### src/rtl/serial_port_pkg.sv
// Functional notes
// - control bit 7 selects 8-bit framing when clear, 9-bit framing when set.
// - control bit 6 is unused; it reads as one and ignores writes.
// - 8-bit framing with filter set accepts a frame only when its stop bit is one.
// - 9-bit framing with filter set accepts a frame only when its ninth bit is one.
// - receiver enable bit 4 gates reception; clear means no frame is taken.
// - 9-bit framing sends control bit 3 as ninth bit; 8-bit framing ignores it.
// - on load, bit 2 captures stop bit (8-bit) or ninth data bit (9-bit).
// - transmit-done sets at the start of the stop bit in both framings.
// - hardware never clears the done flags; software clears them by writing zero.
// - receive-done sets when the stop bit of an accepted frame is sampled.
// - with the port interrupt enabled, either done flag raises the interrupt request.
// - writing the data buffer loads the transmit holding register; sending starts once the transmitter is idle.
// - reading the data buffer returns the receive latch, never transmit data.
// - transmit and receive bit clocks are the baud timer overflow rate halved.
// - a start condition on the receive line forces the receive timer to reload.
// - 8-bit frame: start bit, eight data bits LSB first, one stop bit.
// - a frame loads latch, ninth bit and flag only if flag clear and filter met.
package serial_port_pkg;
   localparam logic [7:0] CTRL_ADDR       = 8'h98;
   localparam logic [7:0] DATA_ADDR       = 8'h99;
   localparam logic [7:0] CTRL_RESET      = 8'h40;
   localparam logic [7:0] DATA_RESET      = 8'h00;
   localparam int         FRAME_BIT       = 7;
   localparam int         UNUSED_BIT      = 6;
   localparam int         FILTER_BIT      = 5;
   localparam int         RX_EN_BIT       = 4;
   localparam int         TX9_BIT         = 3;
   localparam int         RX9_BIT         = 2;
   localparam int         TX_DONE_BIT     = 1;
   localparam int         RX_DONE_BIT     = 0;
   localparam logic [2:0] LAST_DATA_BIT   = 3'h7;

   typedef enum logic [2:0] {
      TX_IDLE  = 3'b000,
      TX_START = 3'b001,
      TX_DATA  = 3'b010,
      TX_NINTH = 3'b011,
      TX_STOP  = 3'b100
   } tx_state_t;

   typedef enum logic [2:0] {
      RX_IDLE  = 3'b000,
      RX_START = 3'b001,
      RX_DATA  = 3'b010,
      RX_NINTH = 3'b011,
      RX_STOP  = 3'b100
   } rx_state_t;
endpackage

### src/rtl/async_serial_port_ctrl.sv
`timescale 1ns/100ps
`default_nettype none
module async_serial_port_ctrl
   import serial_port_pkg::*;
(
   // clock and reset
   input  wire logic       ref_clk,
   input  wire logic       rst_n,
   // special-function register port
   input  wire logic [7:0] sfr_addr,
   input  wire logic       sfr_wr,
   input  wire logic [7:0] sfr_wdata,
   output logic      [7:0] sfr_rdata_reg,
   // baud timer shared with the timer block
   input  wire logic       timer_tick,
   input  wire logic       timer_run,
   input  wire logic [7:0] baud_timer_reload,
   // interrupt
   input  wire logic       port_int_enable,
   output logic            irq_reg,
   // serial lines
   input  wire logic       rx_line,
   output logic            tx_line_reg
);
   // control fields
   logic       frame_width_select_reg, frame_width_select_next;
   logic       address_filter_enable_reg, address_filter_enable_next;
   logic       receiver_enable_reg, receiver_enable_next;
   logic       ninth_tx_bit_reg, ninth_tx_bit_next;
   logic       ninth_rx_bit_reg, ninth_rx_bit_next;
   logic       tx_done_flag_reg, tx_done_flag_next;
   logic       rx_done_flag_reg, rx_done_flag_next;
   logic [7:0] rx_latch_reg, rx_latch_next;
   logic [7:0] sfr_rdata_next, ctrl_view;
   logic       irq_next, ctrl_wr, data_wr;
   // transmitter
   tx_state_t  tx_state_reg, tx_state_next;
   logic [7:0] tx_hold_reg, tx_hold_next;
   logic       tx_pending_reg, tx_pending_next;
   logic [7:0] tx_shift_reg, tx_shift_next;
   logic       tx_ninth_reg, tx_ninth_next;
   logic [2:0] tx_cnt_reg, tx_cnt_next;
   logic       tx_line_next, tx_tick, tx_done_set;
   // receiver
   rx_state_t  rx_state_reg, rx_state_next;
   logic [7:0] rx_shift_reg, rx_shift_next;
   logic       rx_ninth_reg, rx_ninth_next;
   logic [2:0] rx_cnt_reg, rx_cnt_next;
   logic       rx_prev_reg, rx_tick, start_seen, rx_load, rx_check_bit;

   assign ctrl_wr = sfr_wr && (sfr_addr == CTRL_ADDR);
   assign data_wr = sfr_wr && (sfr_addr == DATA_ADDR);
   assign start_seen = (rx_state_reg == RX_IDLE) && receiver_enable_reg && rx_prev_reg && !rx_line;
   baud_half_timer #(.WIDTH(8)) u_tx_timer (
      .ref_clk      (ref_clk),
      .rst_n        (rst_n),
      .timer_tick   (timer_tick),
      .timer_run    (timer_run),
      .reload_value (baud_timer_reload),
      .force_reload (1'b0),
      .bit_tick     (tx_tick)
   );
   // receive timer is a private copy, restarted on each start edge
   baud_half_timer #(.WIDTH(8)) u_rx_timer (
      .ref_clk      (ref_clk),
      .rst_n        (rst_n),
      .timer_tick   (timer_tick),
      .timer_run    (timer_run),
      .reload_value (baud_timer_reload),
      .force_reload (start_seen),
      .bit_tick     (rx_tick)
   );
   // transmitter
   always_comb begin
      tx_state_next   = tx_state_reg;
      tx_hold_next    = tx_hold_reg;
      tx_pending_next = tx_pending_reg;
      tx_shift_next   = tx_shift_reg;
      tx_ninth_next   = tx_ninth_reg;
      tx_cnt_next     = tx_cnt_reg;
      tx_done_set     = 1'b0;
      if (data_wr) begin
         tx_hold_next    = sfr_wdata;
         tx_pending_next = 1'b1;
      end
      if (tx_tick) begin
         unique case (tx_state_reg)
            TX_IDLE: if (tx_pending_reg) begin
               tx_state_next   = TX_START;
               tx_shift_next   = tx_hold_reg;
               tx_ninth_next   = ninth_tx_bit_reg;
               tx_pending_next = data_wr;
            end
            TX_START: begin
               tx_state_next = TX_DATA;
               tx_cnt_next   = 3'h0;
            end
            TX_DATA: begin
               tx_shift_next = {1'b0, tx_shift_reg[7:1]};
               tx_cnt_next   = tx_cnt_reg + 3'h1;
               if (tx_cnt_reg == LAST_DATA_BIT) begin
                  if (frame_width_select_reg) begin
                     tx_state_next = TX_NINTH;
                  end else begin
                     tx_state_next = TX_STOP;
                     tx_done_set   = 1'b1;
                  end
               end
            end
            TX_NINTH: begin
               tx_state_next = TX_STOP;
               tx_done_set   = 1'b1;
            end
            TX_STOP: tx_state_next = TX_IDLE;
            default: tx_state_next = TX_IDLE;
         endcase
      end
      unique case (tx_state_next)
         TX_START: tx_line_next = 1'b0;
         TX_DATA:  tx_line_next = tx_shift_next[0];
         TX_NINTH: tx_line_next = tx_ninth_next;
         default:  tx_line_next = 1'b1;
      endcase
   end
   always_ff @(posedge ref_clk) begin
      if (!rst_n) begin
         tx_state_reg   <= TX_IDLE;
         tx_hold_reg    <= DATA_RESET;
         tx_pending_reg <= 1'b0;
         tx_shift_reg   <= DATA_RESET;
         tx_ninth_reg   <= 1'b0;
         tx_cnt_reg     <= 3'h0;
         tx_line_reg    <= 1'b1;
      end else begin
         tx_state_reg   <= tx_state_next;
         tx_hold_reg    <= tx_hold_next;
         tx_pending_reg <= tx_pending_next;
         tx_shift_reg   <= tx_shift_next;
         tx_ninth_reg   <= tx_ninth_next;
         tx_cnt_reg     <= tx_cnt_next;
         tx_line_reg    <= tx_line_next;
      end
   end

   // receiver
   always_comb begin
      rx_state_next = rx_state_reg;
      rx_shift_next = rx_shift_reg;
      rx_ninth_next = rx_ninth_reg;
      rx_cnt_next   = rx_cnt_reg;
      rx_load       = 1'b0;
      // stop bit in 8-bit, ninth bit in 9-bit
      rx_check_bit  = frame_width_select_reg ? rx_ninth_reg : rx_line;
      unique case (rx_state_reg)
         RX_IDLE: if (start_seen) rx_state_next = RX_START;
         RX_START: if (rx_tick) begin
            // a start that is high at mid-bit was a glitch
            rx_state_next = rx_line ? RX_IDLE : RX_DATA;
            rx_cnt_next   = 3'h0;
         end
         RX_DATA: if (rx_tick) begin
            rx_shift_next = {rx_line, rx_shift_reg[7:1]};
            rx_cnt_next   = rx_cnt_reg + 3'h1;
            if (rx_cnt_reg == LAST_DATA_BIT) begin
               rx_state_next = frame_width_select_reg ? RX_NINTH : RX_STOP;
            end
         end
         RX_NINTH: if (rx_tick) begin
            rx_ninth_next = rx_line;
            rx_state_next = RX_STOP;
         end
         RX_STOP: if (rx_tick) begin
            rx_state_next = RX_IDLE;
            rx_load = !rx_done_flag_reg && (!address_filter_enable_reg || rx_check_bit);
         end
         default: rx_state_next = RX_IDLE;
      endcase
      // disabling aborts any frame in progress
      if (!receiver_enable_reg) begin
         rx_state_next = RX_IDLE;
         rx_load       = 1'b0;
      end
   end
   always_ff @(posedge ref_clk) begin
      if (!rst_n) begin
         rx_state_reg <= RX_IDLE;
         rx_shift_reg <= DATA_RESET;
         rx_ninth_reg <= 1'b0;
         rx_cnt_reg   <= 3'h0;
         rx_prev_reg  <= 1'b1;
      end else begin
         rx_state_reg <= rx_state_next;
         rx_shift_reg <= rx_shift_next;
         rx_ninth_reg <= rx_ninth_next;
         rx_cnt_reg   <= rx_cnt_next;
         rx_prev_reg  <= rx_line;
      end
   end

   // control and data registers
   always_comb begin
      frame_width_select_next    = frame_width_select_reg;
      address_filter_enable_next = address_filter_enable_reg;
      receiver_enable_next       = receiver_enable_reg;
      ninth_tx_bit_next          = ninth_tx_bit_reg;
      ninth_rx_bit_next          = ninth_rx_bit_reg;
      tx_done_flag_next          = tx_done_flag_reg;
      rx_done_flag_next          = rx_done_flag_reg;
      rx_latch_next              = rx_latch_reg;
      if (ctrl_wr) begin
         frame_width_select_next    = sfr_wdata[FRAME_BIT];
         address_filter_enable_next = sfr_wdata[FILTER_BIT];
         receiver_enable_next       = sfr_wdata[RX_EN_BIT];
         ninth_tx_bit_next          = sfr_wdata[TX9_BIT];
         ninth_rx_bit_next          = sfr_wdata[RX9_BIT];
         tx_done_flag_next          = sfr_wdata[TX_DONE_BIT];
         rx_done_flag_next          = sfr_wdata[RX_DONE_BIT];
      end
      // hardware only sets; set beats a same-cycle clear
      if (tx_done_set) begin
         tx_done_flag_next = 1'b1;
      end
      if (rx_load) begin
         rx_done_flag_next = 1'b1;
         rx_latch_next     = rx_shift_reg;
         ninth_rx_bit_next = rx_check_bit;
      end
      ctrl_view = {frame_width_select_reg, 1'b1, address_filter_enable_reg, receiver_enable_reg,
                   ninth_tx_bit_reg, ninth_rx_bit_reg, tx_done_flag_reg, rx_done_flag_reg};
      // data reads return the receive latch
      if (sfr_addr == CTRL_ADDR) begin
         sfr_rdata_next = ctrl_view;
      end else if (sfr_addr == DATA_ADDR) begin
         sfr_rdata_next = rx_latch_reg;
      end else begin
         sfr_rdata_next = 8'h00;
      end
      irq_next = port_int_enable && (tx_done_flag_reg || rx_done_flag_reg);
   end
   always_ff @(posedge ref_clk) begin
      if (!rst_n) begin
         frame_width_select_reg    <= CTRL_RESET[FRAME_BIT];
         address_filter_enable_reg <= CTRL_RESET[FILTER_BIT];
         receiver_enable_reg       <= CTRL_RESET[RX_EN_BIT];
         ninth_tx_bit_reg          <= CTRL_RESET[TX9_BIT];
         ninth_rx_bit_reg          <= CTRL_RESET[RX9_BIT];
         tx_done_flag_reg          <= CTRL_RESET[TX_DONE_BIT];
         rx_done_flag_reg          <= CTRL_RESET[RX_DONE_BIT];
         rx_latch_reg              <= DATA_RESET;
         sfr_rdata_reg             <= 8'h00;
         irq_reg                   <= 1'b0;
      end else begin
         frame_width_select_reg    <= frame_width_select_next;
         address_filter_enable_reg <= address_filter_enable_next;
         receiver_enable_reg       <= receiver_enable_next;
         ninth_tx_bit_reg          <= ninth_tx_bit_next;
         ninth_rx_bit_reg          <= ninth_rx_bit_next;
         tx_done_flag_reg          <= tx_done_flag_next;
         rx_done_flag_reg          <= rx_done_flag_next;
         rx_latch_reg              <= rx_latch_next;
         sfr_rdata_reg             <= sfr_rdata_next;
         irq_reg                   <= irq_next;
      end
   end
   chk_bit6_reads_one: assert property (@(posedge ref_clk) disable iff (!rst_n)
      sfr_addr == CTRL_ADDR |=> sfr_rdata_reg[UNUSED_BIT]) else $error("control bit 6 read as zero");
   chk_rx_gate_off: assert property (@(posedge ref_clk) disable iff (!rst_n)
      !receiver_enable_reg && !ctrl_wr |=> rx_state_reg == RX_IDLE && !rx_load) else $error("rx active while off");
   chk_tx_flag_kept: assert property (@(posedge ref_clk) disable iff (!rst_n)
      tx_done_flag_reg && !ctrl_wr |=> tx_done_flag_reg) else $error("tx done cleared by hardware");
   chk_rx_flag_kept: assert property (@(posedge ref_clk) disable iff (!rst_n)
      rx_done_flag_reg && !ctrl_wr |=> rx_done_flag_reg) else $error("rx done cleared by hardware");
   chk_latch_held: assert property (@(posedge ref_clk) disable iff (!rst_n)
      rx_done_flag_reg |=> $stable(rx_latch_reg)) else $error("latch overwritten while flag set");
   chk_data_read: assert property (@(posedge ref_clk) disable iff (!rst_n)
      sfr_addr == DATA_ADDR |=> sfr_rdata_reg == $past(rx_latch_reg)) else $error("data read not latch");
   chk_irq_follows: assert property (@(posedge ref_clk) disable iff (!rst_n)
      port_int_enable && (tx_done_flag_reg || rx_done_flag_reg) |=> irq_reg) else $error("irq missing");
   chk_start_low: assert property (@(posedge ref_clk) disable iff (!rst_n)
      tx_state_reg == TX_START |-> !tx_line_reg) else $error("start bit not low");
   chk_ninth_sent: assert property (@(posedge ref_clk) disable iff (!rst_n)
      tx_state_reg == TX_NINTH |-> tx_line_reg == tx_ninth_reg) else $error("ninth bit wrong");
   chk_tx_done_stop: assert property (@(posedge ref_clk) disable iff (!rst_n)
      $rose(tx_done_flag_reg) && !$past(ctrl_wr) |-> tx_state_reg == TX_STOP && tx_line_reg)
      else $error("tx done not at stop");
endmodule // async_serial_port_ctrl
`default_nettype wire

### src/rtl/baud_half_timer.sv
`timescale 1ns/100ps
`default_nettype none
module baud_half_timer #(
   parameter int WIDTH = 8
) (
   // clock and reset
   input  wire logic             ref_clk,
   input  wire logic             rst_n,
   // timer clocking
   input  wire logic             timer_tick,
   input  wire logic             timer_run,
   input  wire logic [WIDTH-1:0] reload_value,
   input  wire logic             force_reload,
   // half-rate bit tick
   output logic                  bit_tick
);
   logic [WIDTH-1:0] count_reg;
   logic [WIDTH-1:0] count_next;
   logic             phase_reg;
   logic             phase_next;
   logic             overflow;

   always_comb begin
      overflow   = timer_run && timer_tick && (count_reg == {WIDTH{1'b1}});
      count_next = count_reg;
      phase_next = phase_reg;
      bit_tick   = overflow && !phase_reg;
      if (force_reload) begin
         count_next = reload_value;
         phase_next = 1'b0;
      end else if (overflow) begin
         count_next = reload_value;
         phase_next = !phase_reg;
      end else if (timer_run && timer_tick) begin
         count_next = count_reg + 1'b1;
      end
   end

   always_ff @(posedge ref_clk) begin
      if (!rst_n) begin
         count_reg <= '0;
         phase_reg <= 1'b0;
      end else begin
         count_reg <= count_next;
         phase_reg <= phase_next;
      end
   end
endmodule // baud_half_timer
`default_nettype wire

### config.mk
export PLATFORM = sky130hd
export DESIGN_NAME = async_serial_port_ctrl
export DESIGN_NICKNAME = d
export VERILOG_FILES = /design/src/rtl/serial_port_pkg.sv /design/src/rtl/async_serial_port_ctrl.sv /design/src/rtl/baud_half_timer.sv
export SDC_FILE = /design/constraint.sdc
export NUM_CORES = 1
export LEC_CHECK = 0
export BUFFER_PORTS_ARGS = -buffer_cell sky130_fd_sc_hd__clkbuf_2
export CAP_MARGIN = 20
export CORE_MARGIN = 2
export CORE_UTILIZATION = 60
export DETAILED_ROUTE_END_ITERATION = 10
export PLACE_DENSITY = 0.91
export SLEW_MARGIN = 5
export SYNTH_ARGS = -nofsm -noshare
export SYNTH_HDL_FRONTEND = slang
export SYNTH_SLANG_ARGS = --single-unit
### constraint.sdc
create_clock -name ref_clk -period 3.9 [get_ports ref_clk]
set_clock_uncertainty 0.05 [all_clocks]
set_input_delay 0.78 -clock ref_clk [delete_from_list [all_inputs] [get_ports ref_clk]]
set_output_delay 0.78 -clock ref_clk [all_outputs]
set_load 0.1 [all_outputs]
==> flow_results.org <==
** Route
- Total DRC errors in the routed layout :: 0
- The detail route stage leaves a number of antenna-violating nets equal to 0.
- Summed over all layers, the routed wires come to approximately 9100 microns.
- In the routed layout, each cell is associated on average with a via count of roughly 6.2.
- Detailed router's first-iteration violation count :: approximately 170
- Detailed Routing Iterations Pass 1 :: 4
- The detailed router placed 3407 vias in this run.
- Average routed wire per standard cell :: approximately 17 microns

** CTS
- Clock root buffer master :: sky130_fd_sc_hd__clkbuf_8
- Clock buffers created by TritonCTS :: 9
- The clock tree synthesis step divided the H-tree into 3 levels.
- No sink is reached through more buffers than the 2 on the longest clock path.
- Clock Pin Slew Worst Setup and Hold Paths :: roughly 100 ps
- Num Clock Sinks :: a little over 80
- CTS tree :: done
- Clock latency on the worst-skew pair, taken at its later pin, is 360 ps.
- Once the clock tree was built, the setup fixing pass inserted 0 buffers.
- The number of gates resized after CTS was 0.
- The number of hold buffers added after CTS was 0.

** Setup path
- Setup crit start kind :: register
- Data arrives at the worst endpoint at between 2000 and 3000 ps.
- In this run the worst setup path begins at u_rx_timer.count_reg[0].
- The worst register-to-register path has a depth of 6.
- Setup crit end kind :: register
- Kind of critical path :: reg2reg
- Across all register-to-register paths, the minimum setup slack is 1230 ps.
- Data required time at the worst endpoint :: 4140 ps
- The worst register-to-register path begins at u_rx_timer.count_reg[0].
- Worst setup path end :: ninth_rx_bit_reg
- Reg2Reg Capture Point :: ninth_rx_bit_reg
- Highest net fanout along the worst path :: 10

** Die
- Placeable core region :: 6310 sq um
- Top-level I/O count :: between 40 and 50
- Die extent in y :: about 85 microns
- Overall die area :: ~7100 sq um
- The initial utilization of the core area, before any placement, comes to a little over 60%.
- Horizontal die dimension :: 84.5 microns
- The initialized floorplan defines 29 standard-cell rows.

** Finish
- Ant diodes :: 0
- The library cell used most frequently in the layout, excluding fill and tap cells, is sky130_fd_sc_hd__dfxtp_1.
- In the final design database the tool counted between 500 and 600 nets.
- Summing all non-filler instances in the final layout gives an area of ~4300 sq um.
- Leaving out fill and tap cells, the most frequent cells in the layout are sky130_fd_sc_hd__dfxtp_1 (83), sky130_fd_sc_hd__nor2_1 (57), sky130_fd_sc_hd__mux2i_1 (47).
- At the end of the flow the core is filled with cells to between 60% and 70%.
- Relative to the synthesized area, the layout overhead comes to 10.2%.
- Fraction of final layout cells with drive strength greater than 1 :: ~17%

** STA
- Static timing analysis puts the maximum clock frequency at 375 MHz.
- WHS :: ~410 ps
- Setup repair after global routing left no endpoint under its margin.
- Of the available clock period, the critical path in the final layout requires about two thirds.
- Setup violations remaining at the end of the flow were counted as 0.
- Slew Viols, Final :: 0
- TNS Setup :: 0 ps
- Worst slew margin relative to its limit :: 32.7%
- The worst path meets setup with 1230 ps of slack.
- At the pin with the least slew margin, the transition time is slightly above 1000 ps.
- Final min period :: between 2000 and 3000 ps
- Hold Violations, Final :: 0

** Global route
- Total congestion overflow after global routing :: 0
- Number of global-route vias before repair :: 3183
- For this run, the total global-route usage over all layers was measured as 26.2%.
- The first global-routing pass estimated around 15000 microns of wire.
- The initial antenna violation count came to 0.
- Entering global routing, the biggest net connects 33 pins.

** Synth
- The synthesized design contains 0 enable-type register cells.
- For this run, the number of Yosys warnings is 0.
- Sequential share of the synthesized area :: between 40% and 50%
- Synthesized instance count :: 437
- In this run, synthesis produced a sequential element count of 83.
- Netlist area before placement :: 3890 sq um
- Each instance of the synthesized netlist takes up on average 8.91 sq um.
- Main flop type after synthesis :: sky130_fd_sc_hd__dfxtp_1
- Synthesis produced a netlist with a net count of ~470.
- Of all flip-flops after synthesis, the portion carrying an async set or reset was 0%.
- In this run, distinct cell masters in the synthesized netlist total between 50 and 60.

** Place
- Routability Congestion :: about 0.94
- The wire-length estimate of the detail-placed layout is a little over 6000 microns.
- At the placement stage, the worst setup path has a slack of 1030 ps.
- Summing all placed instances gives a cell area of 4100 sq um.
- Port bufs :: 40

** Power
- Leakage power :: 1.86 nW
- Power spread over the standard cell area amounts to around 350 nW/um^2.
- IR analysis of the VDD net gives a maximum drop of around 0.34 mV.

** Min path
- Worst min-delay path startpoint :: tx_shift_reg[4]
- Min-delay worst type :: reg2reg

** Job
- Max-cap violations in this run came to 0.

** Outcome
- Result of the run :: finished clean
==> area by class of cell <==
| class | instances | area [sq um] |
|---|---|---|
| Clock inverter | 7 | 67.6 |
| Fill cell | 485 | 2020 |
| Sequential cell | 83 | 1660 |
| Multi-Input combinational cell | 324 | 2110 |
| Tap cell | 77 | 96.3 |
| Timing Repair Buffer | 41 | 208 |
| Clock buffer | 9 | 124 |
| Inverter | 7 | 26.3 |
==> cell families after synthesis <==
kind of cell    after synthesis  share of synthesized area [%]
compound gates               82                           13.2
xor+xnor                      2                          0.450
mux                          50                           13.0
flops                        83                           42.7
buf+inv                      30                           3.18
simple gates                184                           25.6
fa+ha+maj                     6                           1.93
==> synthesized netlist by cell type (all sizes together) (6+ instances only) <==
library cell	instances	area share, %
nand2	46	4.5
ha	6	1.9
a21oi	33	4.2
or3	6	1.1
clkbuf	18	1.7
nand3	15	2.2
mux2i	47	12
nor4	7	1.9
inv	7	0.68
o21ai	15	1.9
nor2	57	5.5
nor3	8	1.3
dfxtp	83	43
==> how the worst min path moves through the flow <==
stage                             to  depth (start not counted)
CTS                  tx_shift_reg[4]                          2
detailed placement   tx_shift_reg[4]                          2
floorplan           sfr_rdata_reg[6]                          2
global route         tx_shift_reg[3]                          2
finish               tx_shift_reg[4]                          2
global placement     tx_shift_reg[4]                          2
==> worst max-delay path: stages, from the launching register on <==
cell and delay, ps:
sky130_fd_sc_hd__dfxtp_1 390, sky130_fd_sc_hd__ha_1 230, sky130_fd_sc_hd__nand3_2 170, sky130_fd_sc_hd__nor4_4 490, sky130_fd_sc_hd__nand4_1 660, sky130_fd_sc_hd__mux2_2 510, sky130_fd_sc_hd__nor2_1 110
==> power by group <==
group / total [W] / switching, W / internal (W) / leakage [nW]
Combinational: 0.0000567 / 0.0000355 / 0.0000212 / 1.09
Clock: 0.000595 / 0.000348 / 0.000247 / 0.0940
Sequential: 0.000854 / 0.00000337 / 0.000850 / 0.669
Total: 0.00151 / 0.000387 / 0.00112 / 1.86
==> layer usage <==
layer | track usage (%) | vias to the layer above | share of wire (%)
li1 | - | 1632 | -
met1 | 33.4 | 1635 | 42
met2 | 43.5 | 122 | 50
met3 | 7.08 | 18 | 6.0
met4 | 8.23 | 0 | 1.7
met5 | 0 | - | 0
==> through the flow <==
stage	instances	total power (W)
CTS	548	0.00151
detailed placement	532	0.000929
global route	548	0.00155
finish	548	0.00151
floorplan	437	0.000901
global placement	532	0.000926
(Power assumes the default switching activity.)
